**src/hw/ccpu_params.svh**
```systemverilog
// register offsets, field positions and reset values of the capture unit
// assumes word-aligned Avalon-MM byte addresses
`ifndef CCPU_PARAMS_SVH
`define CCPU_PARAMS_SVH

`define CCPU_OFS_CONTROL     4'h0
`define CCPU_OFS_VALUE_LOW   4'h4
`define CCPU_OFS_VALUE_HIGH  4'h8
`define CCPU_OFS_CAP_SOURCE  4'hC
`define CCPU_OFS_TIMER_SEL   5'h10

`define CCPU_BIT_ENABLE      7
`define CCPU_BIT_OUTPUT      5
`define CCPU_BIT_ALIGN       4
`define CCPU_CTRL_WMASK      8'h9F
`define CCPU_CAP_WMASK       8'h07
`define CCPU_RESET_BYTE      8'h00

`define CCPU_MODE_OFF        4'h0
`define CCPU_MODE_TOG_CLR    4'h1
`define CCPU_MODE_TOGGLE     4'h2
`define CCPU_MODE_CAP_BOTH   4'h3
`define CCPU_MODE_CAP_FALL   4'h4
`define CCPU_MODE_CAP_RISE   4'h5
`define CCPU_MODE_CAP_4TH    4'h6
`define CCPU_MODE_CAP_16TH   4'h7
`define CCPU_MODE_SET_OUT    4'h8
`define CCPU_MODE_CLR_OUT    4'h9
`define CCPU_MODE_PULSE      4'hA
`define CCPU_MODE_PULSE_CLR  4'hB

`endif

```
**src/hw/ccpu_pkg.sv**
```systemverilog
// types shared by the capture/compare/pulse unit
// assumes ccpu_params.svh holds all numbers
`default_nettype none
package ccpu_pkg;
    typedef enum logic [2:0] {
        CCPU_KIND_OFF     = 3'b001,
        CCPU_KIND_CAPTURE = 3'b010,
        CCPU_KIND_COMPARE = 3'b100
    } ccpu_kind_t;
endpackage
`default_nettype wire

```
**src/hw/ccpu_unit.sv**
```systemverilog
// one capture/compare/pulse-width unit with Avalon-MM registers
// assumes timers, trigger sources and pin routing live outside, same clock
//
// Notes on behaviour
// (RULE1) control bit 7 enables the unit, zero disables it
// (RULE2) control bit 5 reads the output level; writes ignored
// (RULE3) pulse mode, alignment one: duty MSB is high register bit 7
// (RULE4) pulse mode, alignment zero: duty LSB is low register bit 0
// (RULE5) mode 11xx selects pulse-width generation
// (RULE6) 1011 pulses output and clears timer; 1010 pulses output only
// (RULE7) 1001 drives output low, 1000 drives output high on match
// (RULE8) 0010 toggles output; 0001 toggles and clears timer
// (RULE9) capture on 16th, 4th or every rising edge: 0111, 0110, 0101
// (RULE10) capture on falling edge 0100, on either edge 0011
// (RULE11) mode 0000 turns unit off and resets internal state
// (RULE12) timer field 00/01/10 picks first/second/third timer; 11 reserved
// (RULE13) timer select fields at bits 7-6, 5-4, 3-2, 1-0
// (RULE14) capture loads low/high registers from the 16-bit timer
// (RULE15) compare matches the register pair against the 16-bit timer
// (RULE16) right aligned: low gives duty 7..0, high 1..0 gives 9..8
// (RULE17) left aligned: high gives duty 9..2, low 7..6 gives 1..0
// (RULE18) source 000 pin, 001/010 comparators, 011 pin change, 100/101 cells
// (RULE19) reset returns registers to defaults and pin to input
// (RULE20) pulse output feeds internal users and the pin router
// (RULE21) pulse timing follows the system clock
// (RULE22) period end: buffer duty, output high unless duty zero
// (RULE23) output low when 10-bit time base equals buffered duty
// (RULE24) duty above period leaves output unchanged
// (RULE25) software gives the pulse timer a quarter-clock source
// (RULE26) flag pulses on each capture and each compare match
// (RULE27) trigger is synchronised, then edges detected and counted
//
// Chosen here: the Avalon-MM register port and the address map.
`include "ccpu_params.svh"
`default_nettype none
module ccpu_unit (
    input  wire logic        core_clk_in,
    input  wire logic        resetn_in,
    input  wire logic        clk_en_in,
    input  wire logic [4:0]  avs_address_in,
    input  wire logic        avs_read_in,
    input  wire logic        avs_write_in,
    input  wire logic [31:0] avs_writedata_in,
    output logic      [31:0] avs_readdata_out,
    output logic             avs_waitrequest_out,
    input  wire logic [15:0] sixteen_bit_timer_in,
    input  wire logic [7:0]  period_timer_count_in,
    input  wire logic [2:0]  period_match_in,
    input  wire logic [1:0]  timer_low_bits_in,
    input  wire logic        unit_pin_in,
    input  wire logic        comparator_one_synced_in,
    input  wire logic        comparator_two_synced_in,
    input  wire logic        pin_change_interrupt_in,
    input  wire logic        logic_cell_one_output_in,
    input  wire logic        logic_cell_two_output_in,
    output logic             pulse_out,
    output logic             pin_oe_out,
    output logic             timer_clear_out,
    output logic             event_flag_out,
    output logic      [1:0]  pulse_timer_sel_out
);
    typedef struct packed {
        logic [7:0]  control;
        logic [7:0]  value_low;
        logic [7:0]  value_high;
        logic [2:0]  cap_source;
        logic [7:0]  timer_sel;
        logic [9:0]  duty_buf;
        logic        out_level;
        logic        pulse_hi;
        logic [2:0]  trig_sync;
        logic [3:0]  edge_cnt;
        logic        match_prev;
        logic        timer_clear;
        logic        event_flag;
        logic        ack;
        logic [31:0] rdata;
    } ccpu_state_t;

    ccpu_state_t st_reg;
    ccpu_state_t st_next;

    function automatic ccpu_pkg::ccpu_kind_t kind_of(input logic [3:0] m);
        if (m == `CCPU_MODE_OFF)
            kind_of = ccpu_pkg::CCPU_KIND_OFF;
        else if (m inside {[`CCPU_MODE_CAP_BOTH:`CCPU_MODE_CAP_16TH]})
            kind_of = ccpu_pkg::CCPU_KIND_CAPTURE;
        else
            kind_of = ccpu_pkg::CCPU_KIND_COMPARE;
    endfunction

    logic [3:0]  mode;
    logic        enabled;
    logic        pwm_mode;
    logic [9:0]  duty_reg_val;
    logic [1:0]  tsel;
    logic        sel_trig;
    logic        rise;
    logic        fall;
    logic        cap_hit;
    logic        cmp_eq;
    logic        cmp_hit;
    logic        period_end;
    logic [9:0]  time_base;
    logic [9:0]  tb_next;
    logic        req;
    logic [7:0]  wbyte;

    always_comb begin
        mode     = st_reg.control[3:0];
        enabled  = st_reg.control[`CCPU_BIT_ENABLE];            // [RULE1]
        pwm_mode = &mode[3:2];                                  // [RULE5]
        if (st_reg.control[`CCPU_BIT_ALIGN])                    // [RULE3] [RULE17]
            duty_reg_val = {st_reg.value_high, st_reg.value_low[7:6]};
        else                                                    // [RULE4] [RULE16]
            duty_reg_val = {st_reg.value_high[1:0], st_reg.value_low};
        tsel = st_reg.timer_sel[1:0];                           // [RULE13]
        case (tsel)                                             // [RULE12]
            2'h0:    period_end = period_match_in[0];
            2'h1:    period_end = period_match_in[1];
            2'h2:    period_end = period_match_in[2];
            default: period_end = 1'b0;
        endcase
        case (st_reg.cap_source)                                // [RULE18]
            3'h0:    sel_trig = unit_pin_in;
            3'h1:    sel_trig = comparator_one_synced_in;
            3'h2:    sel_trig = comparator_two_synced_in;
            3'h3:    sel_trig = pin_change_interrupt_in;
            3'h4:    sel_trig = logic_cell_one_output_in;
            3'h5:    sel_trig = logic_cell_two_output_in;
            default: sel_trig = 1'b0;
        endcase
        rise = st_reg.trig_sync[1] & ~st_reg.trig_sync[2];      // [RULE27]
        fall = ~st_reg.trig_sync[1] & st_reg.trig_sync[2];
        time_base = {period_timer_count_in, timer_low_bits_in}; // [RULE23]
        tb_next   = time_base + 10'h001;
        cmp_eq = (sixteen_bit_timer_in ==
                  {st_reg.value_high, st_reg.value_low});       // [RULE15]
        req   = (avs_read_in | avs_write_in) & ~st_reg.ack;
        wbyte = avs_writedata_in[7:0];
    end

    always_comb begin
        st_next = st_reg;
        cap_hit = 1'b0;
        cmp_hit = 1'b0;
        st_next.timer_clear = 1'b0;
        st_next.event_flag  = 1'b0;
        st_next.trig_sync   = {st_reg.trig_sync[1:0], sel_trig}; // [RULE27]
        st_next.match_prev  = cmp_eq;
        // compare pulse lasts one cycle
        if (st_reg.pulse_hi) begin                               // [RULE6]
            st_next.pulse_hi  = 1'b0;
            st_next.out_level = 1'b0;
        end
        if (!enabled || mode == `CCPU_MODE_OFF) begin           // [RULE1] [RULE11]
            st_next.out_level = 1'b0;
            st_next.pulse_hi  = 1'b0;
            st_next.edge_cnt  = 4'h0;
            st_next.duty_buf  = 10'h000;
        end else if (pwm_mode) begin
            if (period_end) begin                               // [RULE22]
                st_next.duty_buf  = duty_reg_val;
                st_next.out_level = (duty_reg_val != 10'h000);
            end else if (tb_next == st_reg.duty_buf) begin      // [RULE23] [RULE24]
                st_next.out_level = 1'b0;
            end
        end else if (kind_of(mode) == ccpu_pkg::CCPU_KIND_CAPTURE) begin
            case (mode)                                         // [RULE9] [RULE10]
                `CCPU_MODE_CAP_BOTH: cap_hit = rise | fall;
                `CCPU_MODE_CAP_FALL: cap_hit = fall;
                `CCPU_MODE_CAP_RISE: cap_hit = rise;
                `CCPU_MODE_CAP_4TH:  cap_hit = rise && st_reg.edge_cnt[1:0] == 2'h3;
                `CCPU_MODE_CAP_16TH: cap_hit = rise && st_reg.edge_cnt == 4'hF;
                default:             cap_hit = 1'b0;
            endcase
            if (rise)
                st_next.edge_cnt = st_reg.edge_cnt + 4'h1;
            if (cap_hit) begin                                  // [RULE14]
                st_next.value_low  = sixteen_bit_timer_in[7:0];
                st_next.value_high = sixteen_bit_timer_in[15:8];
                st_next.event_flag = 1'b1;                      // [RULE26]
            end
        end else begin
            cmp_hit = cmp_eq & ~st_reg.match_prev;
            if (cmp_hit) begin
                st_next.event_flag = 1'b1;                      // [RULE26]
                case (mode)
                    `CCPU_MODE_PULSE_CLR: begin                 // [RULE6]
                        st_next.out_level   = 1'b1;
                        st_next.pulse_hi    = 1'b1;
                        st_next.timer_clear = 1'b1;
                    end
                    `CCPU_MODE_PULSE: begin
                        st_next.out_level = 1'b1;
                        st_next.pulse_hi  = 1'b1;
                    end
                    `CCPU_MODE_CLR_OUT: st_next.out_level = 1'b0; // [RULE7]
                    `CCPU_MODE_SET_OUT: st_next.out_level = 1'b1;
                    `CCPU_MODE_TOGGLE:                          // [RULE8]
                        st_next.out_level = ~st_reg.out_level;
                    `CCPU_MODE_TOG_CLR: begin
                        st_next.out_level   = ~st_reg.out_level;
                        st_next.timer_clear = 1'b1;
                    end
                    default: st_next.out_level = st_reg.out_level;
                endcase
            end
        end
        // bus slave: one wait state, then acknowledge
        st_next.ack = req;
        if (req && avs_write_in) begin
            case (avs_address_in)
                {1'b0, `CCPU_OFS_CONTROL}:                      // [RULE2]
                    st_next.control = wbyte & `CCPU_CTRL_WMASK;
                {1'b0, `CCPU_OFS_VALUE_LOW}:  st_next.value_low  = wbyte;
                {1'b0, `CCPU_OFS_VALUE_HIGH}: st_next.value_high = wbyte;
                {1'b0, `CCPU_OFS_CAP_SOURCE}:
                    st_next.cap_source = wbyte[2:0];
                `CCPU_OFS_TIMER_SEL:          st_next.timer_sel  = wbyte;
                default: st_next.ack = req;
            endcase
        end
        if (req && avs_read_in) begin
            case (avs_address_in)
                {1'b0, `CCPU_OFS_CONTROL}:
                    st_next.rdata = {24'h0, st_reg.control[7:6],
                                     st_reg.out_level, st_reg.control[4:0]};
                {1'b0, `CCPU_OFS_VALUE_LOW}:
                    st_next.rdata = {24'h0, st_reg.value_low};
                {1'b0, `CCPU_OFS_VALUE_HIGH}:
                    st_next.rdata = {24'h0, st_reg.value_high};
                {1'b0, `CCPU_OFS_CAP_SOURCE}:
                    st_next.rdata = {29'h0, st_reg.cap_source};
                `CCPU_OFS_TIMER_SEL:
                    st_next.rdata = {24'h0, st_reg.timer_sel};
                default: st_next.rdata = 32'h0;
            endcase
        end
        if (cap_hit && req && avs_write_in) begin
            st_next.value_low  = sixteen_bit_timer_in[7:0];
            st_next.value_high = sixteen_bit_timer_in[15:8];
        end
    end

    always_ff @(posedge core_clk_in or negedge resetn_in) begin
        if (!resetn_in) begin                                   // [RULE19]
            st_reg <= '0;
        end else if (clk_en_in) begin
            st_reg <= st_next;
        end
    end

    always_comb begin
        avs_readdata_out    = st_reg.rdata;
        avs_waitrequest_out = (avs_read_in | avs_write_in) & ~st_reg.ack;
        pulse_out           = st_reg.out_level;                 // [RULE20] [RULE21]
        pin_oe_out          = enabled && mode != `CCPU_MODE_OFF
                              && kind_of(mode) != ccpu_pkg::CCPU_KIND_CAPTURE;
        timer_clear_out     = st_reg.timer_clear;
        event_flag_out      = st_reg.event_flag;
        pulse_timer_sel_out = tsel;
    end
endmodule
`default_nettype wire

```
**config.mk**
```make
export PLATFORM = sky130hd
export DESIGN_NAME = ccpu_unit
export DESIGN_NICKNAME = d
export VERILOG_FILES = /design/src/hw/ccpu_pkg.sv /design/src/hw/ccpu_unit.sv
export VERILOG_INCLUDE_DIRS = /design/src /design/src/hw
export SDC_FILE = /design/constraint.sdc
export NUM_CORES = 1
export LEC_CHECK = 0
export BUFFER_PORTS_ARGS = -buffer_cell sky130_fd_sc_hd__buf_2
export CAP_MARGIN = 5
export CORE_MARGIN = 4
export CORE_UTILIZATION = 35
export CTS_CLUSTER_DIAMETER = 50
export CTS_CLUSTER_SIZE = 24
export DETAILED_ROUTE_END_ITERATION = 6
export SLEW_MARGIN = 20
export SYNTH_ARGS = -nofsm -noshare
export SYNTH_HDL_FRONTEND = slang
export SYNTH_SLANG_ARGS = --single-unit
```
**constraint.sdc**
```tcl
create_clock -name core_clk_in -period 3.2 [get_ports core_clk_in]
set_input_delay 0.32 -clock core_clk_in [delete_from_list [all_inputs] [get_ports core_clk_in]]
set_output_delay 0.32 -clock core_clk_in [all_outputs]
set_load 0.005 [all_outputs]
```
==> impl_metrics.xml, run 1 <==
<?xml version="1.0" encoding="UTF-8"?>
<metrics>
  <group name="outcome">
    <metric name="run_status" unit="">finished with violations</metric>
    <metric name="failed_checks" unit="">negative hold slack</metric>
  </group>
  <group name="logic_synthesis">
    <metric name="netlist-cell-type-count" unit="">66</metric>
    <metric name="ys_async_sr_fraction" unit="">1.00</metric>
    <metric name="syn_area_per_cell" unit="um2">10.2</metric>
    <metric name="postSynthCellCount" unit="">411</metric>
    <metric name="synth_flop_cell" unit="">sky130_fd_sc_hd__dfrtp_1</metric>
    <metric name="synth.top_cells.by_count" unit="">sky130_fd_sc_hd__dfrtp_1 (64), sky130_fd_sc_hd__buf_4 (37), sky130_fd_sc_hd__mux2_2 (27)</metric>
    <metric name="synth_seq_cells" unit="">64</metric>
    <metric name="edff_count_synth" unit="">0</metric>
    <metric name="syn_area" unit="um2">4190</metric>
    <metric name="synth_seq_area_share" unit="">0.382</metric>
    <metric name="synth.largest_area_cell" unit="">sky130_fd_sc_hd__dfrtp_1</metric>
    <metric name="synth_top_cells_by_area" unit="">sky130_fd_sc_hd__dfrtp_1 (38%), sky130_fd_sc_hd__mux2_2 (7.3%), sky130_fd_sc_hd__buf_4 (6.6%)</metric>
    <metric name="yosys.area.top_type_share" unit="">0.382</metric>
    <metric name="yosysMostFrequentCell" unit="">sky130_fd_sc_hd__dfrtp_1</metric>
    <metric name="yosys_warnings" unit="">0</metric>
  </group>
  <group name="grt">
    <metric name="grt_max_degree" unit="">45</metric>
    <metric name="via_count_of_the_first_global_routing_pass" unit="">3390</metric>
    <metric name="antenna_found_initial" unit="">0</metric>
    <metric name="track_usage" unit="">0.155</metric>
    <metric name="grt_first_pass_wirelength" unit="um">17500</metric>
    <metric name="total_congestion_overflow" unit="">0</metric>
  </group>
  <group name="min_path">
    <metric name="path_class_of_the_lowest_slack_min_delay_path" unit="">in -&gt; async</metric>
  </group>
  <group name="power">
    <metric name="irDropWorstVdd" unit="mV">0.253</metric>
    <metric name="power.static_leakage" unit="uW">0.00219</metric>
    <metric name="power_per_cell_area" unit="nW/um2">519</metric>
  </group>
  <group name="finish">
    <metric name="fill_cells" unit="">1143</metric>
    <metric name="layout.nets" unit="">545</metric>
    <metric name="diodes" unit="">0</metric>
    <metric name="largest_register_ffs" unit="">44</metric>
    <metric name="fin_area" unit="um2">4730</metric>
    <metric name="layout-area-overhead-vs-synth" unit="%">12.8</metric>
    <metric name="layout-drive-gt1-share" unit="">0.279</metric>
  </group>
  <group name="clocking">
    <metric name="cts_hold_buf" unit="">0</metric>
    <metric name="clk_pin_slew" unit="ns">0.05</metric>
    <metric name="clock_insertion_delay_worst_skew" unit="ns">0.32</metric>
    <metric name="cts_buffers" unit="">9</metric>
    <metric name="clock_root_buffer" unit="">sky130_fd_sc_hd__clkbuf_16</metric>
    <metric name="clock-sinks" unit="">64</metric>
    <metric name="tritoncts" unit="">built</metric>
    <metric name="setup_fix_bufs_post_cts" unit="">0</metric>
    <metric name="ctsHtreeMaxLevel" unit="">3</metric>
    <metric name="clock_path_buffers" unit="">2</metric>
    <metric name="ctsResizeCount" unit="">0</metric>
  </group>
  <group name="die">
    <metric name="start_util" unit="">0.362</metric>
    <metric name="die-area" unit="um2">13800</metric>
    <metric name="core_region_area" unit="um2">11600</metric>
    <metric name="fp.dieW" unit="um">117</metric>
    <metric name="placement_rows" unit="">39</metric>
    <metric name="die-height" unit="um">117</metric>
    <metric name="top_level_ports" unit="">116</metric>
  </group>
  <group name="sta">
    <metric name="maxClockFrequency" unit="MHz">393</metric>
    <metric name="worst_pin_slew" unit="ns">0.737</metric>
    <metric name="fin_crit" unit="ns">2.54</metric>
    <metric name="unrepaired_setup_endpoints_after_global_routing" unit="">no</metric>
    <metric name="maxSlewHeadroom" unit="">0.503</metric>
    <metric name="pins_over_slew_limit" unit="">0</metric>
    <metric name="hold_viol" unit="">4</metric>
    <metric name="hold-worst-slack" unit="ns">-0.00251</metric>
    <metric name="layout_worst_path_cycle_share" unit="">0.795</metric>
    <metric name="setup-tns-final" unit="ns">0</metric>
    <metric name="clock_skew" unit="ns">0.00747</metric>
    <metric name="setup_viol_count_final" unit="">0</metric>
  </group>
  <group name="route">
    <metric name="drt_pre_antenna_iters" unit="">6</metric>
    <metric name="antenna_left" unit="">0</metric>
    <metric name="remaining_drc_errors" unit="">0</metric>
    <metric name="vias_per_cell" unit="">5.54</metric>
    <metric name="detailroute.via_count" unit="">3390</metric>
    <metric name="drt_iter0_drc" unit="">307</metric>
    <metric name="post_drt_wl_per_cell" unit="um">17.7</metric>
    <metric name="finalWirelength" unit="um">10800</metric>
  </group>
  <group name="placed_design">
    <metric name="dpl_cell_area" unit="um2">4460</metric>
    <metric name="dp_hpwl" unit="um">8190</metric>
    <metric name="gp_congestion" unit="">0.872</metric>
    <metric name="port_buffers" unit="">67</metric>
  </group>
  <group name="setup_path">
    <metric name="nature_of_the_critical_path_startpoint" unit="">flop</metric>
    <metric name="critPathCaptureType" unit="">flop</metric>
    <metric name="startpoint" unit="">mode[0]</metric>
    <metric name="worst_endpoint_data_arrival_time" unit="ns">2.72</metric>
    <metric name="crit_path_max_fanout" unit="">17</metric>
    <metric name="cp.required" unit="ns">3.38</metric>
    <metric name="critical_path_start_end_classification" unit="">reg -&gt; reg</metric>
    <metric name="reg2reg_from" unit="">mode[0]</metric>
  </group>
  <group name="run">
    <metric name="cap_violations" unit="">0</metric>
  </group>
</metrics>
-- where the power goes --
| group | leakage [uW] | internal, uW | switching [uW] |
|---|---|---|---|
| Clock | 0.000136 | 540 | 342 |
| Sequential | 0.000852 | 910 | 188 |
| Combinational | 0.00120 | 243 | 231 |
| Total | 0.00219 | 1690 | 760 |
-- path summary, 6_finish.rpt --
path                                       end  slack, ns  cells past startpoint
max                                 st_reg[69]       0.66                      6
min                        avs_readdata_out[4]     -0.003                      1
max reg2reg                         st_reg[69]       0.66                      6
min reg2reg                avs_readdata_out[4]       0.47                      1
max in group asynchronous      timer_clear_out       2.48                      2
min in group core_clk_in            st_reg[60]       0.27                      2
-- cells in the final DEF (no fill, tap or decap), drive strengths merged, types with 5 or more instances in the layout --
| master | n |
|---|---|
| xor2 | 24 |
| inv | 10 |
| dfrtp | 64 |
| a21oi | 14 |
| nand3 | 6 |
| nand2 | 20 |
| nor4 | 6 |
| clkbuf | 12 |
| nor3b | 5 |
| buf | 71 |
| o22ai | 20 |
| a2bb2oi | 18 |
| conb | 24 |
| xnor2 | 6 |
| o21ai | 12 |
| clkinv | 5 |
| a21o | 8 |
| nor2b | 5 |
| mux2 | 29 |
| mux2i | 14 |
| nor2 | 26 |
| nor3 | 7 |
| a222oi | 8 |
-- cell type report --
class | instances | area (um2) | area share
repair buffers | 71 | 368 | 0.0778
flip-flops and latches | 64 | 1600 | 0.339
clock buffers | 12 | 246 | 0.0522
well taps | 143 | 179 | 0.0379
clock inverters | 4 | 20.0 | 0.00424
inverters | 11 | 41.3 | 0.00874
multi-input cells | 307 | 2270 | 0.480
-- kinds of logic after synthesis --
| family | Yosys count | synth area share |
|---|---|---|
| adder cells (fa/ha/maj) | 4 | 0.0119 |
| other | 1 | 0.000895 |
| AO/OA/AOI/OAI | 104 | 0.190 |
| XOR/XNOR | 30 | 0.0627 |
| flip-flops | 64 | 0.382 |
| multiplexers | 44 | 0.117 |
| AND/OR/NAND/NOR | 101 | 0.139 |
| buffers and inverters | 63 | 0.0965 |
-- stage by stage --
stage               total power [uW]  instances  setup slack [ns]  hold slack [ns]   util
floorplan                       1410        434              1.29           0.0244      -
global placement                1560        596             0.713            0.458  0.385
detailed placement              1580        596             0.664            0.460  0.385
CTS                             2460        612             0.668            0.212  0.408
global route                    2570        612             0.510           0.0382  0.409
finish                          2450        612             0.655         -0.00251  0.409
-- critical path, stage by stage (launching register included) --
cell                        delay (ns)
sky130_fd_sc_hd__dfrtp_1          0.62
sky130_fd_sc_hd__a21boi_1         0.23
sky130_fd_sc_hd__o22ai_1          0.10
sky130_fd_sc_hd__a221oi_2         0.48
sky130_fd_sc_hd__or3_1            0.61
sky130_fd_sc_hd__a21boi_4         0.19
sky130_fd_sc_hd__a2bb2oi_1        0.18
-- metal layers --
metal,share of wire,wire length (um),vias to the layer above,global-route usage
li1,-,-,1574,-
met5,0,0,-,0
met1,0.47,5070,1644,0.214
met3,0.076,819,18,0.0409
met2,0.44,4810,154,0.239
met4,0.012,133,0,0.0440
Power figures use the tool's default switching activity.
==> run 2: changes to the inputs <==
--- a/config.mk
+++ b/config.mk
@@ -6,6 +6,7 @@
 export SDC_FILE = /design/constraint.sdc
 export NUM_CORES = 1
 export LEC_CHECK = 0
+export ABC_AREA = 1
 export BUFFER_PORTS_ARGS = -buffer_cell sky130_fd_sc_hd__buf_2
 export CAP_MARGIN = 5
 export CORE_MARGIN = 4
==> constraint.sdc (replaced) <==
create_clock -name core_clk_in -period 2.1 [get_ports core_clk_in]
set_input_delay 0.21 -clock core_clk_in [delete_from_list [all_inputs] [get_ports core_clk_in]]
set_output_delay 0.21 -clock core_clk_in [all_outputs]
set_load 0.005 [all_outputs]
==> run 2 against run 1 <==
The flow now finishes without violations; sequential share of layout area fell by 4.0 points; design area rose by 13%; global-route usage is 2.0 points higher; critical path depth up 1; register-to-register slack worse by 0.43 ns; critical endpoint is now st_reg[81].
==> impl_metrics.xml, run 2 <==
<?xml version="1.0" encoding="UTF-8"?>
<metrics>
  <group name="route">
    <metric name="antenna_left" unit="">0</metric>
    <metric name="post_drt_wl_per_cell" unit="um">13.5</metric>
    <metric name="detailroute.via_count" unit="">4361</metric>
    <metric name="finalWirelength" unit="um">12600</metric>
    <metric name="drt_iter0_drc" unit="">266</metric>
    <metric name="remaining_drc_errors" unit="">0</metric>
    <metric name="drt_pre_antenna_iters" unit="">5</metric>
    <metric name="vias_per_cell" unit="">4.67</metric>
  </group>
  <group name="sta">
    <metric name="fin_crit" unit="ns">1.87</metric>
    <metric name="unrepaired_setup_endpoints_after_global_routing" unit="">no</metric>
    <metric name="hold-worst-slack" unit="ns">0.102</metric>
    <metric name="pins_over_slew_limit" unit="">0</metric>
    <metric name="setup-tns-final" unit="ns">0</metric>
    <metric name="hold_viol" unit="">0</metric>
    <metric name="worst_pin_slew" unit="ns">0.609</metric>
    <metric name="maxSlewHeadroom" unit="">0.594</metric>
    <metric name="setup_viol_count_final" unit="">0</metric>
    <metric name="layout_worst_path_cycle_share" unit="">0.891</metric>
    <metric name="maxClockFrequency" unit="MHz">535</metric>
    <metric name="clock_skew" unit="ns">0.00497</metric>
  </group>
  <group name="die">
    <metric name="start_util" unit="">0.361</metric>
    <metric name="die-height" unit="um">123</metric>
    <metric name="fp.dieW" unit="um">123</metric>
    <metric name="top_level_ports" unit="">116</metric>
    <metric name="placement_rows" unit="">41</metric>
    <metric name="core_region_area" unit="um2">12700</metric>
    <metric name="die-area" unit="um2">15000</metric>
  </group>
  <group name="logic_synthesis">
    <metric name="synth_seq_cells" unit="">64</metric>
    <metric name="postSynthCellCount" unit="">686</metric>
    <metric name="synth.largest_area_cell" unit="">sky130_fd_sc_hd__dfrtp_1</metric>
    <metric name="yosys_warnings" unit="">0</metric>
    <metric name="synth_seq_area_share" unit="">0.348</metric>
    <metric name="yosys.area.top_type_share" unit="">0.348</metric>
    <metric name="synth_flop_cell" unit="">sky130_fd_sc_hd__dfrtp_1</metric>
    <metric name="yosysMostFrequentCell" unit="">sky130_fd_sc_hd__nand2_1</metric>
    <metric name="synth_top_cells_by_area" unit="">sky130_fd_sc_hd__dfrtp_1 (35%), sky130_fd_sc_hd__nand2_1 (15%), sky130_fd_sc_hd__o21ai_0 (8.1%)</metric>
    <metric name="synth.top_cells.by_count" unit="">sky130_fd_sc_hd__nand2_1 (181), sky130_fd_sc_hd__inv_1 (90), sky130_fd_sc_hd__o21ai_0 (74)</metric>
    <metric name="syn_area_per_cell" unit="um2">6.70</metric>
    <metric name="ys_async_sr_fraction" unit="">1.00</metric>
    <metric name="edff_count_synth" unit="">0</metric>
    <metric name="syn_area" unit="um2">4600</metric>
    <metric name="netlist-cell-type-count" unit="">37</metric>
  </group>
  <group name="finish">
    <metric name="layout-area-overhead-vs-synth" unit="%">16.4</metric>
    <metric name="fill_cells" unit="">1434</metric>
    <metric name="layout.nets" unit="">837</metric>
    <metric name="largest_register_ffs" unit="">44</metric>
    <metric name="final-instance-count-excl-fill" unit="">933</metric>
    <metric name="final_core_occ" unit="">0.421</metric>
    <metric name="layout-drive-gt1-share" unit="">0.160</metric>
    <metric name="diodes" unit="">0</metric>
    <metric name="commonest_non_fill_non_tap_cell_in_the_layout" unit="">sky130_fd_sc_hd__nand2_1</metric>
    <metric name="top_library_cells_by_usage_in_the_layout_fill_and_taps_aside" unit="">sky130_fd_sc_hd__nand2_1 (181), sky130_fd_sc_hd__inv_1 (90), sky130_fd_sc_hd__o21ai_0 (74)</metric>
  </group>
  <group name="clocking">
    <metric name="ctsHtreeMaxLevel" unit="">3</metric>
    <metric name="tritoncts" unit="">built</metric>
    <metric name="clock-sinks" unit="">64</metric>
    <metric name="clock_insertion_delay_worst_skew" unit="ns">0.34</metric>
    <metric name="clock_path_buffers" unit="">2</metric>
    <metric name="cts_buffers" unit="">9</metric>
    <metric name="clk_pin_slew" unit="ns">0.06</metric>
    <metric name="clock_root_buffer" unit="">sky130_fd_sc_hd__clkbuf_16</metric>
  </group>
  <group name="power">
    <metric name="power.static_leakage" unit="uW">0.00290</metric>
    <metric name="seqPwrFrac" unit="">0.397</metric>
    <metric name="clockPowerShare" unit="">0.390</metric>
    <metric name="power.switching_fraction" unit="">0.319</metric>
    <metric name="power.switching" unit="uW">1200</metric>
    <metric name="cell_internal_pwr" unit="uW">2570</metric>
    <metric name="irDropWorstVdd" unit="mV">0.395</metric>
    <metric name="share_comb_of_total_power" unit="">0.213</metric>
    <metric name="power_per_cell_area" unit="nW/um2">705</metric>
  </group>
  <group name="grt">
    <metric name="grt_max_degree" unit="">41</metric>
    <metric name="antenna_found_initial" unit="">0</metric>
    <metric name="via_count_of_the_first_global_routing_pass" unit="">4037</metric>
    <metric name="track_usage" unit="">0.175</metric>
    <metric name="total_congestion_overflow" unit="">0</metric>
    <metric name="grt_first_pass_wirelength" unit="um">20300</metric>
  </group>
  <group name="min_path">
    <metric name="hold-path-cell-count" unit="">3</metric>
    <metric name="path_class_of_the_lowest_slack_min_delay_path" unit="">in -&gt; reg</metric>
  </group>
  <group name="setup_path">
    <metric name="worst_reg2reg_path_depth" unit="">7</metric>
    <metric name="cell_type_of_the_slowest_stage_on_the_worst_timing_path" unit="">sky130_fd_sc_hd__dfrtp_1</metric>
    <metric name="cells_along_the_critical_path" unit="">inv_2, nand2_2, nand3_1, o211ai_2, nand3_2, nand3_1, a21oi_1</metric>
    <metric name="critical_path_s_most_frequent_cell" unit="">sky130_fd_sc_hd__nand3_1</metric>
    <metric name="crit_path_max_fanout" unit="">16</metric>
    <metric name="nature_of_the_critical_path_startpoint" unit="">flop</metric>
    <metric name="max_stage_delay" unit="ns">0.48</metric>
    <metric name="critical_path_start_end_classification" unit="">reg -&gt; reg</metric>
    <metric name="worst_endpoint_data_arrival_time" unit="ns">2.09</metric>
    <metric name="cp.required" unit="ns">2.32</metric>
    <metric name="critPathCaptureType" unit="">flop</metric>
  </group>
  <group name="run">
    <metric name="cap_violations" unit="">0</metric>
  </group>
  <group name="placed_design">
    <metric name="place.detailed.instances" unit="">915</metric>
    <metric name="port_buffers" unit="">67</metric>
    <metric name="gp_congestion" unit="">0.894</metric>
    <metric name="dp_hpwl" unit="um">9670</metric>
  </group>
  <group name="outcome">
    <metric name="run_status" unit="">completed</metric>
  </group>
</metrics>
==> run 2: cell families (layout without fill, tap and decap cells) <==
logic type	count (synthesis)	count (layout)	share of synthesized area
muxes	6	6	0.0163
AOI/OAI and AO/OA	110	110	0.134
adders and majority gates	4	4	0.0109
buffers and inverters	147	199	0.152
and+or+nand+nor	337	337	0.304
other	1	24	0.000816
xor gates and xnor gates	17	17	0.0324
DFF	64	64	0.348
==> run 2: power groups by stage <==
stage	clock, uW	combinational [uW]	sequential [uW]
floorplan	0	572	1470
finish	1470	803	1500
CTS	1510	801	1490
global route	1560	923	1520
global placement	0	788	1510
detailed placement	0	793	1510
==> run 2: per-stage QoR <==
stage                     setup WS [ns]  total power, uW  area (um2)
final                             0.229             3770        5350
after floorplan                   0.364             2040        4680
after detailed placement          0.211             2310        5040
after global placement            0.224             2300        5040
after global routing             0.0274             4000        5350
after CTS                         0.196             3800        5340
==> run 2: worst paths after layout <==
kind | slack [ns] | start | endpoint
worst max-delay path | 0.23 | mode[1] | st_reg[81]
worst min-delay path | 0.10 | avs_writedata_in[1] | st_reg[64]
worst max register to register | 0.23 | mode[1] | st_reg[81]
worst min register to register | 0.48 | st_reg[35] | st_reg[35]
max in group asynchronous | 1.04 | resetn_in | st_reg[51]
min in group asynchronous | 0.43 | resetn_in | st_reg[63]
==> run 2: routing by layer <==
| metal | vias to the layer above | track usage | part of all wire |
|---|---|---|---|
| met3 | 15 | 0.0300 | 0.061 |
| met2 | 128 | 0.278 | 0.46 |
| met4 | 0 | 0.0644 | 0.017 |
| li1 | 2272 | - | - |
| met1 | 1946 | 0.240 | 0.46 |
| met5 | - | 0 | 0 |
==> run 2: worst max-delay path, delay by kind of cell, from the launching register on <==
family                 cells  cell delay, ns
AOI/OAI and AO/OA          2            0.39
DFF                        1            0.48
buffers and inverters      1            0.09
and+or+nand+nor            4            0.80
==> run 2: timing repair <==
item	4_1_cts	5_1_grt
gates resized for setup	0	0
hold buffers	1	0
buffers inserted	0	1
endpoints found under the setup margin	0	1
endpoints found under the hold margin	24	0
==> run 2: area by class of cell <==
type	count	area, um2	share of cell area
timing repair buffer	88	508	0.0949
multi-input combinational	498	2380	0.445
clock buffer	10	229	0.0428
sequential	64	1600	0.299
clock inverter	6	60.1	0.0112
tap	172	215	0.0402
inverter	95	357	0.0666
